[src/rtl/rra_pkg.sv]
package rra_pkg;

	// ****************************************
	// Register map
	// ****************************************
	localparam int          ADDR_W      = 4;
	localparam int          DATA_W      = 32;
	localparam logic [3:0]  REG_CMD     = 4'h0;
	localparam logic [3:0]  REG_STATUS  = 4'h4;

	// Run-command bit positions in the command word
	localparam int          CMD_BIT_A   = 1;
	localparam int          CMD_BIT_B   = 2;
	// Both units commanded to run, {b, a}
	localparam logic [1:0]  CMD_DEFAULT = 2'h3;

	// Status word fields
	localparam int          ST_ROLE_LSB = 0;
	localparam int          ST_ROLE_MSB = 1;
	localparam int          ST_RUN      = 2;
	localparam int          ST_ABNORMAL = 3;
	localparam int          ST_SWITCH   = 4;
	localparam int          ST_UNIT_B   = 5;
	localparam int          ST_PENDING  = 6;

	// ****************************************
	// Role codes seen on the peer link
	// ****************************************
	localparam logic [1:0]  ROLE_STOP    = 2'h0;
	localparam logic [1:0]  ROLE_OFFLINE = 2'h1;
	localparam logic [1:0]  ROLE_STANDBY = 2'h2;
	localparam logic [1:0]  ROLE_PRIMARY = 2'h3;

	// ****************************************
	// Hardware address
	// ****************************************
	localparam int          MAC_W       = 48;
	localparam int          DIGIT_W     = 4;
	localparam int          MAC_DIGITS  = MAC_W / DIGIT_W;

	// Health inputs: power ok, halted, cpu fault, sync link up
	localparam int          HLTH_W      = 4;
	localparam int          H_POWER_OK  = 0;
	localparam int          H_HALT      = 1;
	localparam int          H_CPU_FAULT = 2;
	localparam int          H_LINK_UP   = 3;

	typedef enum logic [1:0] {
		RRA_STOP,
		RRA_OFFLINE,
		RRA_STANDBY,
		RRA_PRIMARY
	} rra_role_e;

endpackage

[src/rtl/rra_sync_if.sv]
`timescale 1ns/100ps
interface rra_sync_if;
	logic [1:0]                  peer_role;
	logic [1:0]                  peer_cmd;
	logic                        peer_pend;
	logic [rra_pkg::MAC_W-1:0]   peer_mac;
	logic                        app_match;
	logic [rra_pkg::HLTH_W-1:0]  hlth;

	modport src (
		output peer_role,
		output peer_cmd,
		output peer_pend,
		output peer_mac,
		output app_match,
		output hlth
	);
	modport dst (
		input  peer_role,
		input  peer_cmd,
		input  peer_pend,
		input  peer_mac,
		input  app_match,
		input  hlth
	);
endinterface

[src/rtl/rra_arbiter.sv]
// The implementer's own choices: strobed register access and the address map.
`timescale 1ns/100ps
// Functional notes
// - Compare hardware addresses digit by digit from the left; larger digit is higher.
// - On simultaneous start the unit with the lower address becomes primary.
// - Stopped primary hands over to running standby; standby stopped first means no switchover.
// - Cold auto start, peer primary, applications match, healthy: enter standby.
// - Cold auto start, peer primary, mismatch or unhealthy: enter offline.
// - Cold auto start, no remote primary, healthy: enter primary.
// - Cold auto start, no remote primary, unhealthy: enter offline.
// - Abnormal on power loss, halt, processor fault or sync link down.
// - Warm start restores stop or run; running resolves role like cold start.
// - Bits 00 with A primary, B standby: units swap roles, stay redundant.
// - Bits 01: A goes offline, B becomes primary within one task cycle.
// - Bits 10: A stays primary, B goes offline, no switchover.
// - Bits 11 leave roles unchanged.
// - A primary, B offline: 00, 10, 11 change nothing.
// - A primary, B offline, bits 01: A offline too, pair nonoperational.
// - Command word is written on primary and copied to standby each task cycle.
// - After commanded roles are taken, both run-command bits return to 1.
// - Run-command bit at 1 means run; normal state of both bits.
module rra_arbiter (
	// Clock and reset
	input  wire logic                         ref_clk_i,
	input  wire logic                         rst_n_i,
	// Register port
	input  wire logic [rra_pkg::ADDR_W-1:0]   addr_i,
	input  wire logic [rra_pkg::DATA_W-1:0]   wdata_i,
	input  wire logic                         wr_i,
	input  wire logic                         rd_i,
	output logic      [rra_pkg::DATA_W-1:0]   rdata_o,
	// Local control, same clock
	input  wire logic                         task_tick_i,
	input  wire logic                         cold_start_i,
	input  wire logic                         warm_start_i,
	input  wire logic                         auto_run_i,
	input  wire logic                         run_req_i,
	input  wire logic                         stop_req_i,
	input  wire logic                         unit_is_b_i,
	input  wire logic [rra_pkg::MAC_W-1:0]    local_mac_i,
	// Local pins, asynchronous
	input  wire logic                         app_match_i,
	input  wire logic [rra_pkg::HLTH_W-1:0]   hlth_i,
	// Peer link in, asynchronous
	input  wire logic [1:0]                   peer_role_i,
	input  wire logic [1:0]                   peer_cmd_i,
	input  wire logic                         peer_pend_i,
	input  wire logic [rra_pkg::MAC_W-1:0]    peer_mac_i,
	// Peer link out
	output logic      [1:0]                   role_o,
	output logic      [1:0]                   cmd_o,
	output logic                              pend_o,
	// Status
	output logic                              abnormal_o,
	output logic                              switchover_o
);

	rra_sync_if sync ();

	rra_pin_sync u_sync (
		.ref_clk_i   (ref_clk_i),
		.rst_n_i     (rst_n_i),
		.peer_role_i (peer_role_i),
		.peer_cmd_i  (peer_cmd_i),
		.peer_pend_i (peer_pend_i),
		.peer_mac_i  (peer_mac_i),
		.app_match_i (app_match_i),
		.hlth_i      (hlth_i),
		.sync        (sync.src)
	);

	logic mac_lower;

	rra_mac_cmp u_cmp (
		.local_mac_i   (local_mac_i),
		.peer_mac_i    (sync.peer_mac),
		.local_lower_o (mac_lower)
	);

	function automatic logic [1:0] role_code(input rra_pkg::rra_role_e r);
		case (r)
			rra_pkg::RRA_OFFLINE: return rra_pkg::ROLE_OFFLINE;
			rra_pkg::RRA_STANDBY: return rra_pkg::ROLE_STANDBY;
			rra_pkg::RRA_PRIMARY: return rra_pkg::ROLE_PRIMARY;
			default:              return rra_pkg::ROLE_STOP;
		endcase
	endfunction

	// ****************************************
	// State
	// ****************************************
	rra_pkg::rra_role_e          role_reg,  role_next;
	logic [1:0]                  cmd_reg,   cmd_next;
	logic                        done_reg,  done_next;
	logic                        pend_reg,  pend_next;
	logic                        swo_reg,   swo_next;
	logic [rra_pkg::DATA_W-1:0]  rdata_reg, rdata_next;

	logic healthy;
	logic peer_primary;
	logic peer_standby;
	logic mine;
	logic other;
	logic cmd_pending;

	assign healthy = sync.hlth[rra_pkg::H_POWER_OK] & ~sync.hlth[rra_pkg::H_HALT]
	               & ~sync.hlth[rra_pkg::H_CPU_FAULT] & sync.hlth[rra_pkg::H_LINK_UP];
	assign peer_primary = (sync.peer_role == rra_pkg::ROLE_PRIMARY);
	assign peer_standby = (sync.peer_role == rra_pkg::ROLE_STANDBY);
	// Own and partner run bits, {b, a} order
	assign mine  = unit_is_b_i ? cmd_reg[1] : cmd_reg[0];
	assign other = unit_is_b_i ? cmd_reg[0] : cmd_reg[1];
	assign cmd_pending = (cmd_reg != rra_pkg::CMD_DEFAULT) && !done_reg;

	// ****************************************
	// Next-state logic
	// ****************************************
	always_comb begin
		role_next  = role_reg;
		cmd_next   = cmd_reg;
		done_next  = done_reg;
		pend_next  = pend_reg;
		// Software command write
		if (wr_i && addr_i == rra_pkg::REG_CMD) begin
			cmd_next  = {wdata_i[rra_pkg::CMD_BIT_B], wdata_i[rra_pkg::CMD_BIT_A]};
			done_next = 1'b0;
		end

		if (cold_start_i) begin
			role_next = rra_pkg::RRA_STOP;
			pend_next = auto_run_i;
			cmd_next  = rra_pkg::CMD_DEFAULT;
			done_next = 1'b0;
		end else if (warm_start_i) begin
			role_next = rra_pkg::RRA_STOP;
			pend_next = (role_reg != rra_pkg::RRA_STOP);
		end else if (stop_req_i) begin
			role_next = rra_pkg::RRA_STOP;
			pend_next = 1'b0;
		end else if (run_req_i && role_reg == rra_pkg::RRA_STOP) begin
			pend_next = 1'b1;
		end else if (task_tick_i) begin
			// Non-primary follows primary's command word
			if (role_reg != rra_pkg::RRA_PRIMARY && peer_primary && sync.peer_cmd != cmd_reg) begin
				cmd_next  = sync.peer_cmd;
				done_next = 1'b0;
			end
			if (pend_reg) begin
				// Higher address waits until the peer is primary
				if (peer_primary) begin
					role_next = (sync.app_match && healthy) ? rra_pkg::RRA_STANDBY : rra_pkg::RRA_OFFLINE;
					pend_next = 1'b0;
				end else if (!healthy) begin
					role_next = rra_pkg::RRA_OFFLINE;
					pend_next = 1'b0;
				end else if (!sync.peer_pend || mac_lower) begin
					role_next = rra_pkg::RRA_PRIMARY;
					pend_next = 1'b0;
				end
			end else begin
				case (role_reg)
					rra_pkg::RRA_PRIMARY: begin
						if (!healthy) begin
							role_next = rra_pkg::RRA_OFFLINE;
						end else if (cmd_reg != rra_pkg::CMD_DEFAULT && done_reg) begin
							cmd_next  = rra_pkg::CMD_DEFAULT;
							done_next = 1'b0;
						end else if (cmd_pending && sync.peer_cmd == cmd_reg) begin
							// Act once the peer holds the same word
							done_next = 1'b1;
							if (!mine && other) begin
								role_next = rra_pkg::RRA_OFFLINE;
							end else if (!mine && !other && peer_standby) begin
								role_next = rra_pkg::RRA_STANDBY;
							end
						end
					end
					rra_pkg::RRA_STANDBY: begin
						if (!healthy) begin
							role_next = rra_pkg::RRA_OFFLINE;
						// A copied word lands in cmd_reg one tick later
						// Act only on the word the primary holds too
						end else if (cmd_pending && sync.peer_cmd == cmd_reg) begin
							done_next = 1'b1;
							if (!mine) begin
								role_next = other ? rra_pkg::RRA_OFFLINE : rra_pkg::RRA_PRIMARY;
							end
						end else if (!peer_primary) begin
							role_next = rra_pkg::RRA_PRIMARY;
						end
					end
					rra_pkg::RRA_OFFLINE: begin
						if (healthy && mine && peer_primary && sync.app_match && !cmd_pending) begin
							role_next = rra_pkg::RRA_STANDBY;
						end
					end
					default: begin
						role_next = role_reg;
					end
				endcase
			end
		end

	end

	// ****************************************
	// Role and command registers
	// ****************************************
	always_ff @(posedge ref_clk_i) begin
		if (!rst_n_i) begin
			role_reg <= rra_pkg::RRA_STOP;
			cmd_reg  <= rra_pkg::CMD_DEFAULT;
			done_reg <= 1'b0;
			pend_reg <= 1'b0;
		end else begin
			role_reg <= role_next;
			cmd_reg  <= cmd_next;
			done_reg <= done_next;
			pend_reg <= pend_next;
		end
	end

	// ****************************************
	// Switchover flag
	// ****************************************
	// A set in the same cycle as a software clear wins
	always_comb begin
		swo_next = swo_reg;
		if (wr_i && addr_i == rra_pkg::REG_STATUS && wdata_i[rra_pkg::ST_SWITCH]) begin
			swo_next = 1'b0;
		end
		if (role_reg == rra_pkg::RRA_STANDBY && role_next == rra_pkg::RRA_PRIMARY) begin
			swo_next = 1'b1;
		end
	end

	always_ff @(posedge ref_clk_i) begin
		if (!rst_n_i) begin
			swo_reg <= 1'b0;
		end else begin
			swo_reg <= swo_next;
		end
	end

	// ****************************************
	// Read data
	// ****************************************
	// Zero outside the cycle after a read strobe
	always_comb begin
		rdata_next = '0;
		if (rd_i) begin
			case (addr_i)
				rra_pkg::REG_CMD: begin
					rdata_next[rra_pkg::CMD_BIT_A] = cmd_reg[0];
					rdata_next[rra_pkg::CMD_BIT_B] = cmd_reg[1];
				end
				rra_pkg::REG_STATUS: begin
					rdata_next[rra_pkg::ST_ROLE_MSB:rra_pkg::ST_ROLE_LSB] = role_code(role_reg);
					rdata_next[rra_pkg::ST_RUN]      = (role_reg != rra_pkg::RRA_STOP);
					rdata_next[rra_pkg::ST_ABNORMAL] = ~healthy;
					rdata_next[rra_pkg::ST_SWITCH]   = swo_reg;
					rdata_next[rra_pkg::ST_UNIT_B]   = unit_is_b_i;
					rdata_next[rra_pkg::ST_PENDING]  = pend_reg;
				end
				default: begin
					rdata_next = '0;
				end
			endcase
		end
	end

	always_ff @(posedge ref_clk_i) begin
		if (!rst_n_i) begin
			rdata_reg <= '0;
		end else begin
			rdata_reg <= rdata_next;
		end
	end

	assign rdata_o      = rdata_reg;
	assign role_o       = role_code(role_reg);
	assign cmd_o        = cmd_reg;
	assign pend_o       = pend_reg;
	assign abnormal_o   = ~healthy;
	assign switchover_o = swo_reg;

endmodule

[src/rtl/rra_pin_sync.sv]
`timescale 1ns/100ps
module rra_pin_sync (
	// Clock and reset
	input  wire logic                        ref_clk_i,
	input  wire logic                        rst_n_i,
	// Raw pins
	input  wire logic [1:0]                  peer_role_i,
	input  wire logic [1:0]                  peer_cmd_i,
	input  wire logic                        peer_pend_i,
	input  wire logic [rra_pkg::MAC_W-1:0]   peer_mac_i,
	input  wire logic                        app_match_i,
	input  wire logic [rra_pkg::HLTH_W-1:0]  hlth_i,
	// Synchronised view
	rra_sync_if.src                          sync
);

	localparam int W = 6 + rra_pkg::MAC_W + rra_pkg::HLTH_W;

	logic [W-1:0] raw;
	logic [W-1:0] stage1_reg;
	logic [W-1:0] stage2_reg;

	assign raw = {peer_role_i, peer_cmd_i, peer_pend_i, peer_mac_i, app_match_i, hlth_i};

	// ****************************************
	// Two-flop synchroniser per bit
	// ****************************************
	genvar i;
	generate
		for (i = 0; i < W; i++) begin : g_bit
			always_ff @(posedge ref_clk_i) begin
				if (!rst_n_i) begin
					stage1_reg[i] <= 1'b0;
					stage2_reg[i] <= 1'b0;
				end else begin
					stage1_reg[i] <= raw[i];
					stage2_reg[i] <= stage1_reg[i];
				end
			end
		end
	endgenerate

	assign {sync.peer_role, sync.peer_cmd, sync.peer_pend, sync.peer_mac, sync.app_match, sync.hlth} = stage2_reg;

endmodule

[src/rtl/rra_mac_cmp.sv]
`timescale 1ns/100ps
module rra_mac_cmp (
	// Addresses
	input  wire logic [rra_pkg::MAC_W-1:0] local_mac_i,
	input  wire logic [rra_pkg::MAC_W-1:0] peer_mac_i,
	// Result
	output logic                           local_lower_o
);

	// Leftmost differing hex digit decides
	function automatic logic is_lower(input logic [rra_pkg::MAC_W-1:0] a, input logic [rra_pkg::MAC_W-1:0] b);
		logic found;
		logic res;
		found = 1'b0;
		res   = 1'b0;
		for (int d = rra_pkg::MAC_DIGITS - 1; d >= 0; d--) begin
			if (!found && a[d*rra_pkg::DIGIT_W +: rra_pkg::DIGIT_W] != b[d*rra_pkg::DIGIT_W +: rra_pkg::DIGIT_W]) begin
				found = 1'b1;
				res   = a[d*rra_pkg::DIGIT_W +: rra_pkg::DIGIT_W] < b[d*rra_pkg::DIGIT_W +: rra_pkg::DIGIT_W];
			end
		end
		return res;
	endfunction

	assign local_lower_o = is_lower(local_mac_i, peer_mac_i);

endmodule

[config.mk]
export PLATFORM = sky130hd
export DESIGN_NAME = rra_arbiter
export DESIGN_NICKNAME = d
export VERILOG_FILES = /design/src/rtl/rra_pkg.sv /design/src/rtl/rra_sync_if.sv /design/src/rtl/rra_arbiter.sv /design/src/rtl/rra_pin_sync.sv /design/src/rtl/rra_mac_cmp.sv
export SDC_FILE = /design/constraint.sdc
export NUM_CORES = 1
export LEC_CHECK = 0
export BUFFER_PORTS_ARGS = -buffer_cell sky130_fd_sc_hd__buf_2
export CELL_PAD_IN_SITES_DETAIL_PLACEMENT = 0
export CELL_PAD_IN_SITES_GLOBAL_PLACEMENT = 1
export CORE_MARGIN = 2
export CORE_UTILIZATION = 37
export DETAILED_ROUTE_END_ITERATION = 10
export PLACE_DENSITY_LB_ADDON = 0.1
export SYNTH_ARGS = -nofsm -noshare
export SYNTH_HDL_FRONTEND = slang
export SYNTH_SLANG_ARGS = --single-unit
[constraint.sdc]
create_clock -name ref_clk_i -period 3.5 [get_ports ref_clk_i]
set_input_delay 0.7 -clock ref_clk_i [delete_from_list [all_inputs] [get_ports ref_clk_i]]
set_output_delay 0.7 -clock ref_clk_i [all_outputs]
set_load 0.01 [all_outputs]
Word-level counts from Yosys, hierarchy flattened
Index checks and enable logic that the tools add are counted.
- bits in latches: 0
- flip-flop bits (word level): 155
- RAM bits: 0
- memories kept: 0
- output and inout bits: 39
- memory bits (read-only): 0
- bitwise gates (word level): 7
- reduce and logical (&&, ||, !) cells: 54
- multipliers: 0
- eq/ne operators: 23
- shift-type cells: 0
- multiplexer cells: 82
- add/subtract/negate cells: 0
- div/mod/pow operators: 0
- order comparisons: 12
- operator list (cell ; count):
    $mux W2 ; 31
    $lt A4 B4 Y1 ; 12
    $ne A4 B4 Y1 ; 12
    $mux W1 ; 47
    $logic_and A1 B1 Y1 ; 29
    $logic_not A1 Y1 ; 16
    $pmux W2 S3 ; 2
    $eq A2 B2 Y1 const B ; 5
    $reduce_bool A5 Y1 ; 1
    $eq A4 B3 Y1 const B ; 1
    $logic_not A4 Y1 ; 1
    $ne A2 B2 Y1 const B ; 2
    $not A1 Y1 ; 4
    $pmux W2 S2 ; 1
    $reduce_bool A2 Y1 ; 2
    $and A1 B1 Y1 ; 3
    $reduce_and A3 Y1 ; 1
    $eq A2 B1 Y1 const B ; 1
    $eq A2 B2 Y1 ; 1
    $logic_not A2 Y1 ; 1
    $ne A2 B2 Y1 ; 1
    $pmux W1 S2 ; 1
    $reduce_and A2 Y1 ; 1
    $reduce_or A2 Y1 ; 1
    $logic_or A1 B1 Y1 ; 1

Logic depth before layout (Yosys ltp)
Gate-level depths: netlist of the first run.
- depth after elaboration: 48
- mapped depth: 10
- mapped depth without buffers: 10

Modules after synthesis
Synthesis of the first run repeated with hierarchy kept, for this count alone.
- cells, all modules: 569
- area, all modules: 5595.4 um^2
- by module, submodules not included (module ; instances ; cells an instance ; area an instance (um^2)):
    rra_pin_sync ; 1 ; 244 ; 3139.3
    rra_mac_cmp ; 1 ; 181 ; 1316.3
    rra_arbiter ; 1 ; 144 ; 1139.8

Worst setup path after synthesis of the first run
Ideal clock, no wire load.
- path type: input port to flip-flop
- start point: input port local_mac_i[47] (netlist bit)
- end point: register pend_reg, in the netlist pend_o
- stages: 7
- arrival: 2.718 ns
- buffers on the path: 0
- slack: 0.723 ns
- cells stage by stage: ha_1 > nand4_2 > or4_4 > nor2_2 > or4b_4 > a211oi_2 > o211a_1
- cells in the longest elaborated chain, start to end: 45
- elaborated cells between the ends (all ways): 57
- those cells by class: 1 x order compare; 1 x eq/ne; 32 x mux; 23 x reduce/logical
- RTL lines (element ; RTL line ; text):
    start, declared ; rra_arbiter.sv:40 ; input wire logic [rra_pkg::MAC_W-1:0] local_mac_i,
    $ne A4 B4 Y1 ; rra_mac_cmp.sv:17 ; if (!found && a[d*rra_pkg::DIGIT_W +: rra_pkg::DIGIT_W] != b[d*rra_pkg::DIGIT_W +: rra_pkg::DIGIT_W]) begin
    $mux W1 ; rra_mac_cmp.sv:17 ;
    $logic_not A1 Y1 ; rra_mac_cmp.sv:17 ;
    $logic_and A1 B1 Y1 ; rra_mac_cmp.sv:17 ;
    $mux W1 ; rra_mac_cmp.sv:17 ;
    $logic_not A1 Y1 ; rra_mac_cmp.sv:17 ;
    $logic_and A1 B1 Y1 ; rra_mac_cmp.sv:17 ;
    $mux W1 ; rra_mac_cmp.sv:17 ;
    [29 not listed] ; n/a ;
    $mux W1 * ; rra_arbiter.sv:153 ; end else if (!healthy) begin
    $mux W1 * ; rra_arbiter.sv:150 ; if (peer_primary) begin
    $mux W1 * ; rra_arbiter.sv:148 ; if (pend_reg) begin
    $mux W1 * ; rra_arbiter.sv:142 ; end else if (task_tick_i) begin
    $mux W1 * ; rra_arbiter.sv:140 ; end else if (run_req_i && role_reg == rra_pkg::RRA_STOP) begin
    $mux W1 * ; rra_arbiter.sv:137 ; end else if (stop_req_i) begin
    $mux W1 * ; rra_arbiter.sv:134 ; end else if (warm_start_i) begin
    $mux W1 * ; rra_arbiter.sv:129 ; if (cold_start_i) begin
    end signal, assigned ; rra_arbiter.sv:219 ; pend_reg <= pend_next;
    end, declared ; rra_arbiter.sv:95 ; logic pend_reg, pend_next;
Mark *: on every way between the ends. The rest lies on a longest branch, timed or not. The select of a mux whose other input is x is not followed.
A chain may end at the register's enable or synchronous reset.

Final worst setup path of the first run
Ends and elaborated chain as after synthesis.

==> results of run 1 <==
[how the worst min path moves through the flow]
stage / endpoint / start / depth (start not counted)
2_1_floorplan: u_sync.sync.app_match$_SDFF_PN0_ / u_sync.stage1_reg[4]$_SDFF_PN0_ / 1
3_3_place_gp: u_sync.sync.peer_mac[9]$_SDFF_PN0_ / u_sync.stage1_reg[14]$_SDFF_PN0_ / 1
3_5_place_dp: u_sync.sync.peer_mac[45]$_SDFF_PN0_ / u_sync.stage1_reg[50]$_SDFF_PN0_ / 1
4_1_cts: u_sync.sync.peer_mac[43]$_SDFF_PN0_ / u_sync.stage1_reg[48]$_SDFF_PN0_ / 1
5_1_grt: u_sync.sync.peer_mac[44]$_SDFF_PN0_ / u_sync.stage1_reg[49]$_SDFF_PN0_ / 1
6_report: u_sync.sync.peer_mac[43]$_SDFF_PN0_ / u_sync.stage1_reg[48]$_SDFF_PN0_ / 1
[synth_stat cells, drive strengths merged, types with 11 or more instances]
library cell	n	area share, %
dfxtp	130	47
and2	121	14
inv	56	3.8
ha	48	11
buf	29	4.1
nor2	18	1.3
o21ai	17	1.7
a21oi	15	1.4
clkbuf	15	1.0
nand4	14	1.7
nor2b	14	1.6
nor3	11	1.2
[routing by layer]
layer,part of all wire [%],track usage [%],vias up
li1,-,-,2109
met1,46,17.5,1756
met2,46,23.4,104
met3,6.4,4.64,14
met4,1.5,5.82,0
met5,0,0,-
[placed cells by master, fill, tap and decap left out, types with 5 or more instances in the layout]
| master | instances |
|---|---|
| sky130_fd_sc_hd__clkbuf_16 | 17 |
| sky130_fd_sc_hd__o211ai_1 | 7 |
| sky130_fd_sc_hd__nand3_1 | 7 |
| sky130_fd_sc_hd__ha_1 | 48 |
| sky130_fd_sc_hd__dfxtp_1 | 130 |
| sky130_fd_sc_hd__nor2_1 | 17 |
| sky130_fd_sc_hd__nand4_1 | 13 |
| sky130_fd_sc_hd__o21ai_0 | 13 |
| sky130_fd_sc_hd__nor2b_1 | 14 |
| sky130_fd_sc_hd__inv_1 | 56 |
| sky130_fd_sc_hd__conb_1 | 25 |
| sky130_fd_sc_hd__buf_2 | 137 |
| sky130_fd_sc_hd__nand2_1 | 8 |
| sky130_fd_sc_hd__and2_1 | 121 |
| sky130_fd_sc_hd__a21oi_1 | 15 |
| sky130_fd_sc_hd__nor3_1 | 9 |
| sky130_fd_sc_hd__clkinvlp_4 | 5 |
[critical path: cells and delay by family]
family / cells / cell delay [ns]
adder cells (fa/ha/maj): 1 / 0.33
buffers and inverters: 1 / 0.10
AO/OA/AOI/OAI: 2 / 0.51
AND/OR/NAND/NOR: 4 / 1.50
[final cells by class]
class	count	area (um2)	area share [%]
multi-input cells	361	2550	37.1
diodes	1	2.50	0.0364
clock buffers	17	425	6.19
inverters	56	210	3.06
well taps	184	230	3.35
clock inverters	14	155	2.26
repair buffers	138	693	10.1
flip-flops and latches	130	2600	37.9
[per-stage QoR]
step,total power [mW],area [um2],utilization (%),cells,setup slack [ns]
global route,3.72,6870,47.1,901,0.621
finish,3.55,6870,47.1,901,0.697
CTS,3.62,6870,47.1,900,0.700
floorplan,1.78,5650,-,591,0.723
detailed placement,1.88,6280,43.1,869,0.270
global placement,1.87,6280,43.1,869,0.312
[cell families (layout without fill, tap and decap cells)]
family                     Yosys count  after routing  synth area share [%]
xor gates and xnor gates             2              2                 0.315
DFF                                130            130                  46.8
buffers and inverters              100            225                  8.92
muxes                                2              2                 0.383
other                                1             26                0.0675
AOI/OAI and AO/OA                   70             70                  8.94
and+or+nand+nor                    214            214                  23.7
adders and majority gates           48             48                  10.8
[power groups by stage]
stage                     clock network [mW]  logic, mW  registers, mW
after detailed placement                   0      0.288           1.59
after global placement                     0      0.277           1.59
after floorplan                            0      0.196           1.59
final                                   1.71      0.285           1.56
after CTS                               1.77      0.290           1.56
after global routing                    1.83      0.329           1.57
==> Flow_metrics.wiki, run 1 <==
{| class="wikitable"
! Metric !! Value
|-
| Status || finished clean
|-
| Unrepaired setup endpoints after global routing || false
|-
| Post-Syn Area per Cell || 9.80 um2
|-
| Max reg flops || 58
|-
| Nature of the critical path endpoint || flip-flop
|-
| Critical path arrival || 3.15 ns
|-
| Relative slew margins || 59.1%
|-
| Proportion of layout cells with a drive suffix above 1 || 25.7%
|-
| Sequential Power Share || approximately 44%
|-
| GRT Residual Overflow || 0
|-
| Post-detailed-route count of antenna-violating nets || 0
|-
| Worst setup path category || in -> reg
|-
| Leakage power || 3.08 nW
|-
| Clock H-tree levels || 4
|-
| Clock tree root buffer cell || sky130_fd_sc_hd__clkbuf_16
|-
| Peak per-stage delay on the critical path || slightly below 0.6 ns
|-
| Setup violators final || 0
|-
| Share of flip-flops with an asynchronous set or reset || 0%
|-
| CP startpoint kind || input pin
|-
| Count of TritonRoute iterations in the first routing pass || 4
|-
| Cell-internal power || 2.74 mW
|-
| Cell depth of the worst flop-to-flop path || 8
|-
| Worst setup endpoint || pend_o$_SDFFE_PN0P_
|-
| Total via count in the routed design || 3,983
|-
| Largest net degree at the start of global routing || 90
|-
| Final routed DRC violation total || 0
|-
| Total standard cell area after synthesis || 5560 um2
|-
| Initial antenna violation count || 2
|-
| First-pass GRT wire length || between 15,000 and 20,000 um
|-
| Number of global-route vias before repair || 3,914
|-
| CP startpoint || local_mac_i[47]
|-
| Die Wd || 127 um
|-
| Area growth syn-to-layout || 23.6%
|-
| CTS clk-pin slew, worst paths || 0.06 ns
|-
| Power share of the clock group || 48.0%
|-
| Max Fanout on Critical Path || 4
|-
| Fin Hold WS || 0.427 ns
|-
| Power per standard cell area || 517 nW/um2
|-
| Library cells used by synthesis || 61
|-
| Global placer's final weighted congestion || 0.783
|-
| Class of the tightest hold or removal check || reg -> reg
|-
| Worst vdd rail ir drop || between 0.3 and 0.4 mV
|-
| Crit path time final || 2.80 ns
|-
| Peak clock frequency supported by timing || 0.357 GHz
|-
| Synthesized instance count || approximately 570
|-
| Flop-to-flop setup slack || about 0.76 ns
|-
| PostCTS Resize Cnt || 0
|-
| Capturing point of the worst reg2reg path || pend_o$_SDFFE_PN0P_
|-
| Buffer count from post-CTS setup fixing || 0
|-
| TritonCTS clock tree || built
|-
| Tot GR Track Use || 14.3%
|-
| Total Negative Setup Slacks || 0 ns
|-
| Effective utilization at floorplan || 38.1%
|-
| Clk_skew || 0.0102 ns
|-
| Number of pins with negative max-slew slack in the final report || 0
|-
| Detailed Route Iter0 Violations || 108
|-
| Critical Path, Cell by Cell || buf_2, ha_1, nand4_2, or4_4, nor2_2, or4b_4, a211oi_2, o211a_1
|-
| Sw Ratio || around 23%
|-
| Vertical die dimension || about 130 um
|-
| Floorplan core area || 14,600 um2
|-
| Required time of the worst setup path || slightly below 4 ns
|-
| Max Cap Violations || 0
|-
| Top_reg_cell synth || sky130_fd_sc_hd__dfxtp_1
|-
| Dpl hpwl || 8480 um
|-
| Cts-stage hold buffer count || 0
|-
| Switching power total || 0.812 mW
|-
| Final routed wirelength across all metal layers || 11,000 um
|-
| Sequential fraction of the synthesis area || a little under half
|-
| Total number of clock tree sinks || 130
|-
| Clock Latency Late Sink || 0.41 ns
|-
| FF+latch count, synth || 130
|-
| Avg WL per Cell || 12.2 um
|-
| Combinational share of power || 8.0%
|-
| Clock Tree Buf Depth || 2
|-
| Slew at the pin closest to its max-slew limit || 0.613 ns
|-
| Floorplan die area || 16,000 um2
|-
| Layout fillers || roughly 1,400
|-
| # rows || 44
|-
| Number of port buffers || about 140
|-
| Number of enable-type register cells in the synthesized netlist || 0
|-
| Top-level I/O count || 192
|-
| Crit share post-route || between 80% and 90%
|-
| Net total in the final layout || 905
|-
| Slowest-stage cell, CP || sky130_fd_sc_hd__or4_4
|-
| Reg-to-reg critical path startpoint || u_sync.sync.peer_mac[43]$_SDFF_PN0_
|-
| Post-DR vias/cell || 4.42
|-
| Total CTS buffers || 17
|-
| Final hold vios || 0
|-
| Yosys synthesis warning count || 0
|}
Power figures use the tool's default switching activity.
==> run 2: changes to the inputs <==
==> constraint.sdc (replaced) <==
create_clock -name ref_clk_i -period 2.6 [get_ports ref_clk_i]
set_input_delay 0.52 -clock ref_clk_i [delete_from_list [all_inputs] [get_ports ref_clk_i]]
set_output_delay 0.52 -clock ref_clk_i [all_outputs]
set_load 0.01 [all_outputs]
==> run 2 against run 1 <==
  * Clock skew is 0.0028 ns lower
  * Via count increased by 2.2%
  * Sequential share of layout area down 0.99 points
  * Worst hold slack worse by 0.11 ns
  * Global-route usage is 0.50 points higher
  * Utilization increased by 1.3 points
  * Combinational power is 43% higher
  * Clock-buffer cell count up 8
  * First-iteration DRC count up 19%
==> Flow_metrics.wiki, run 2 (same netlist as run 1, synthesis figures left out) <==
{| class="wikitable"
! Metric !! Value
|-
| Status || finished clean (unchanged)
|-
| CP startpoint kind || flip-flop (was input pin)
|-
| Proportion of layout cells with a drive suffix above 1 || 27.9% (was 25.7%)
|-
| Clock Tree Buf Depth || 2 (unchanged)
|-
| Max reg flops || 58 (unchanged)
|-
| Tot GR Track Use || 14.8% (was 14.3%)
|-
| Cell count after placement || 892 (was 869)
|-
| Met3 track demand over resource || 4.05% (was 4.64%)
|-
| Commonest cells after routing, fill and taps aside || 137 x sky130_fd_sc_hd__buf_2, 130 x sky130_fd_sc_hd__dfxtp_1, 121 x sky130_fd_sc_hd__and2_1, 56 x sky130_fd_sc_hd__inv_1, 47 x sky130_fd_sc_hd__ha_1 (was 137 x sky130_fd_sc_hd__buf_2, 130 x sky130_fd_sc_hd__dfxtp_1, 121 x sky130_fd_sc_hd__and2_1, 56 x sky130_fd_sc_hd__inv_1, 48 x sky130_fd_sc_hd__ha_1)
|-
| Clock H-tree levels || 4 (unchanged)
|-
| Final routed wirelength across all metal layers || 11,200 um (was 11,000 um)
|-
| Top Family by Delay on Critical Path || compound AO/OA/AOI/OAI gates (was simple AND/OR/NAND/NOR gates)
|-
| Most common library cell in the layout ignoring fill and taps || sky130_fd_sc_hd__buf_2 (unchanged)
|-
| Dpl hpwl || 8740 um (was 8480 um)
|-
| Class of the tightest hold or removal check || in -> reg (was reg -> reg)
|-
| Cts-stage hold buffer count || 0 (unchanged)
|-
| Clock Latency Late Sink || 0.40 ns (was 0.41 ns)
|-
| Power per standard cell area || 673 nW/um2 (was 517 nW/um2)
|-
| Met2 Use GR || 24.6% (was 23.4%)
|-
| Critical path arrival || 2.82 ns (was 3.15 ns)
|-
| Area growth syn-to-layout || 26.9% (was 23.6%)
|-
| Fin cells || 923 (was 901)
|-
| Buffer count from post-CTS setup fixing || 0 (unchanged)
|-
| Final hold vios || 0 (unchanged)
|-
| Avg WL per Cell || 12.1 um (was 12.2 um)
|-
| Count of TritonRoute iterations in the first routing pass || 4 (unchanged)
|-
| Required time of the worst setup path || 2.94 ns (was 3.85 ns)
|-
| Crit share post-route || 95.1%
|-
| Cell occurring most often along the worst timing path || sky130_fd_sc_hd__buf_4
|-
| Min setup slack post-route || 0.127 ns (was 0.697 ns)
|-
| Nature of the critical path endpoint || flip-flop (unchanged)
|-
| Design Power || 4.75 mW (was 3.55 mW)
|-
| CTS clk-pin slew, worst paths || 0.05 ns (was 0.06 ns)
|-
| Leakage power || 3.21 nW (was 3.08 nW)
|-
| Peak per-stage delay on the critical path || 0.56 ns (was 0.59 ns)
|-
| Peak clock frequency supported by timing || 0.404 GHz
|-
| Clk_skew || 0.00740 ns (was 0.0102 ns)
|-
| Total number of clock tree sinks || 130 (unchanged)
|-
| Total Negative Setup Slacks || 0 ns (unchanged)
|-
| Post-detailed-route count of antenna-violating nets || 0 (unchanged)
|-
| Floorplan die area || 16,000 um2 (unchanged)
|-
| Die Wd || 127 um (unchanged)
|-
| Number of port buffers || 137 (unchanged)
|-
| Minimum setup slack after placement || -0.308 ns (was 0.270 ns)
|-
| Crit path time final || between 2 and 2.5 ns
|-
| Net total in the final layout || 928 (was 905)
|-
| Number of pins with negative max-slew slack in the final report || 0 (unchanged)
|-
| Initial antenna violation count || 0 (was 2)
|-
| Worst setup path category || reg -> reg (was in -> reg)
|-
| Post-DP Area || 6460 um2 (was 6280 um2)
|-
| Slowest-stage cell, CP || sky130_fd_sc_hd__or4_4 (unchanged)
|-
| Number of global-route vias before repair || 4,182 (was 3,914)
|-
| Busiest grt layer || met2 (unchanged)
|-
| Post-DR vias/cell || 4.41 (was 4.42)
|-
| Critical Path, Cell by Cell || inv_1, ha_1, nand4_2, or4_4, buf_4, a311oi_2, buf_4, o22ai_2, a211oi_4, o211a_1 (was buf_2, ha_1, nand4_2, or4_4, nor2_2, or4b_4, a211oi_2, o211a_1)
|-
| Top-level I/O count || 192 (unchanged)
|-
| Max Fanout on Critical Path || 3 (was 4)
|-
| Total CTS buffers || 17 (unchanged)
|-
| Vertical die dimension || 127 um (unchanged)
|-
| GRT Residual Overflow || 0 (unchanged)
|-
| Worst vdd rail ir drop || 0.396 mV (was 0.339 mV)
|-
| Global placer's final weighted congestion || 0.795 (was 0.783)
|-
| Detailed Route Iter0 Violations || 129 (was 108)
|-
| TritonCTS clock tree || built (unchanged)
|-
| Total via count in the routed design || 4,071 (was 3,983)
|-
| Effective utilization at floorplan || 38.1% (unchanged)
|-
| Largest net degree at the start of global routing || 63 (was 90)
|-
| Setup violators final || 0 (unchanged)
|-
| Floorplan core area || 14,600 um2 (unchanged)
|-
| Final core utilization || 48.3% (was 47.1%)
|-
| Fin Hold WS || 0.321 ns (was 0.427 ns)
|-
| Finished layout cell area || 7050 um2 (was 6870 um2)
|-
| Max Cap Violations || 0 (unchanged)
|-
| First-pass GRT wire length || 18,800 um (was 18,000 um)
|-
| Met1 Resource Use GR || 18.1% (was 17.5%)
|-
| Final routed DRC violation total || 0 (unchanged)
|-
| # rows || 44 (unchanged)
|-
| Clock tree root buffer cell || sky130_fd_sc_hd__clkbuf_16 (unchanged)
|-
| Number of buffer and inverter stages on the critical path || 3 (was 1)
|-
| Unrepaired setup endpoints after global routing || false (unchanged)
|}
-- run 2: cell types whose count changed in the layout (fill, tap and decap cells not counted), moves of 2 or more --
| cell | change |
|---|---|
| sky130_fd_sc_hd__buf_4 | +23 |
| sky130_fd_sc_hd__clkbuf_8 | +6 |
| sky130_fd_sc_hd__clkinvlp_4 | -5 |
| sky130_fd_sc_hd__clkinv_2 | +3 |
| sky130_fd_sc_hd__clkinv_4 | -3 |
| sky130_fd_sc_hd__inv_6 | -3 |
| sky130_fd_sc_hd__clkbuf_1 | +2 |
-- run 2: report_power, final --
group	internal (mW)	switching, mW	leakage [nW]
clock network	1.45	0.788	0.285
registers	2.08	0.0221	1.07
logic	0.214	0.194	1.85
total	3.74	1.00	3.21
-- run 2: layout make-up --
type	count	area (um2)
Clock inverter	5	50.0
Sequential cell	130	2600
Timing Repair Buffer	161	866
Multi-Input combinational cell	361	2570
Clock buffer	25	515
Fill cell	1386	7540
Tap cell	184	230
Inverter	56	210
Antenna cell	1	2.50
-- run 2: layer usage --
metal | vias up | share of wire (%)
met1 | 1812 | 46
met4 | 0 | 1.7
met2 | 101 | 47
met5 | - | 0
met3 | 16 | 5.2
li1 | 2142 | -
-- run 2: final timing paths --
check | startpoint | to | slack, ns | cells past startpoint
max | u_sync.sync.peer_mac[47]$_SDFF_PN0_ | pend_o$_SDFFE_PN0P_ | 0.13 | 10
min | peer_mac_i[25] | u_sync.stage1_reg[30]$_SDFF_PN0_ | 0.32 | 2
max reg2reg | u_sync.sync.peer_mac[47]$_SDFF_PN0_ | pend_o$_SDFFE_PN0P_ | 0.13 | 10
min reg2reg | u_sync.stage1_reg[12]$_SDFF_PN0_ | u_sync.sync.peer_mac[7]$_SDFF_PN0_ | 0.43 | 1
-- run 2: what timing repair did --
action / 4_1_cts / 5_1_grt
pin swaps: 0 / 3
setup endpoints to repair: 2 / 3
hold endpoints to repair: 0 / 0
resized for setup: 1 / 2
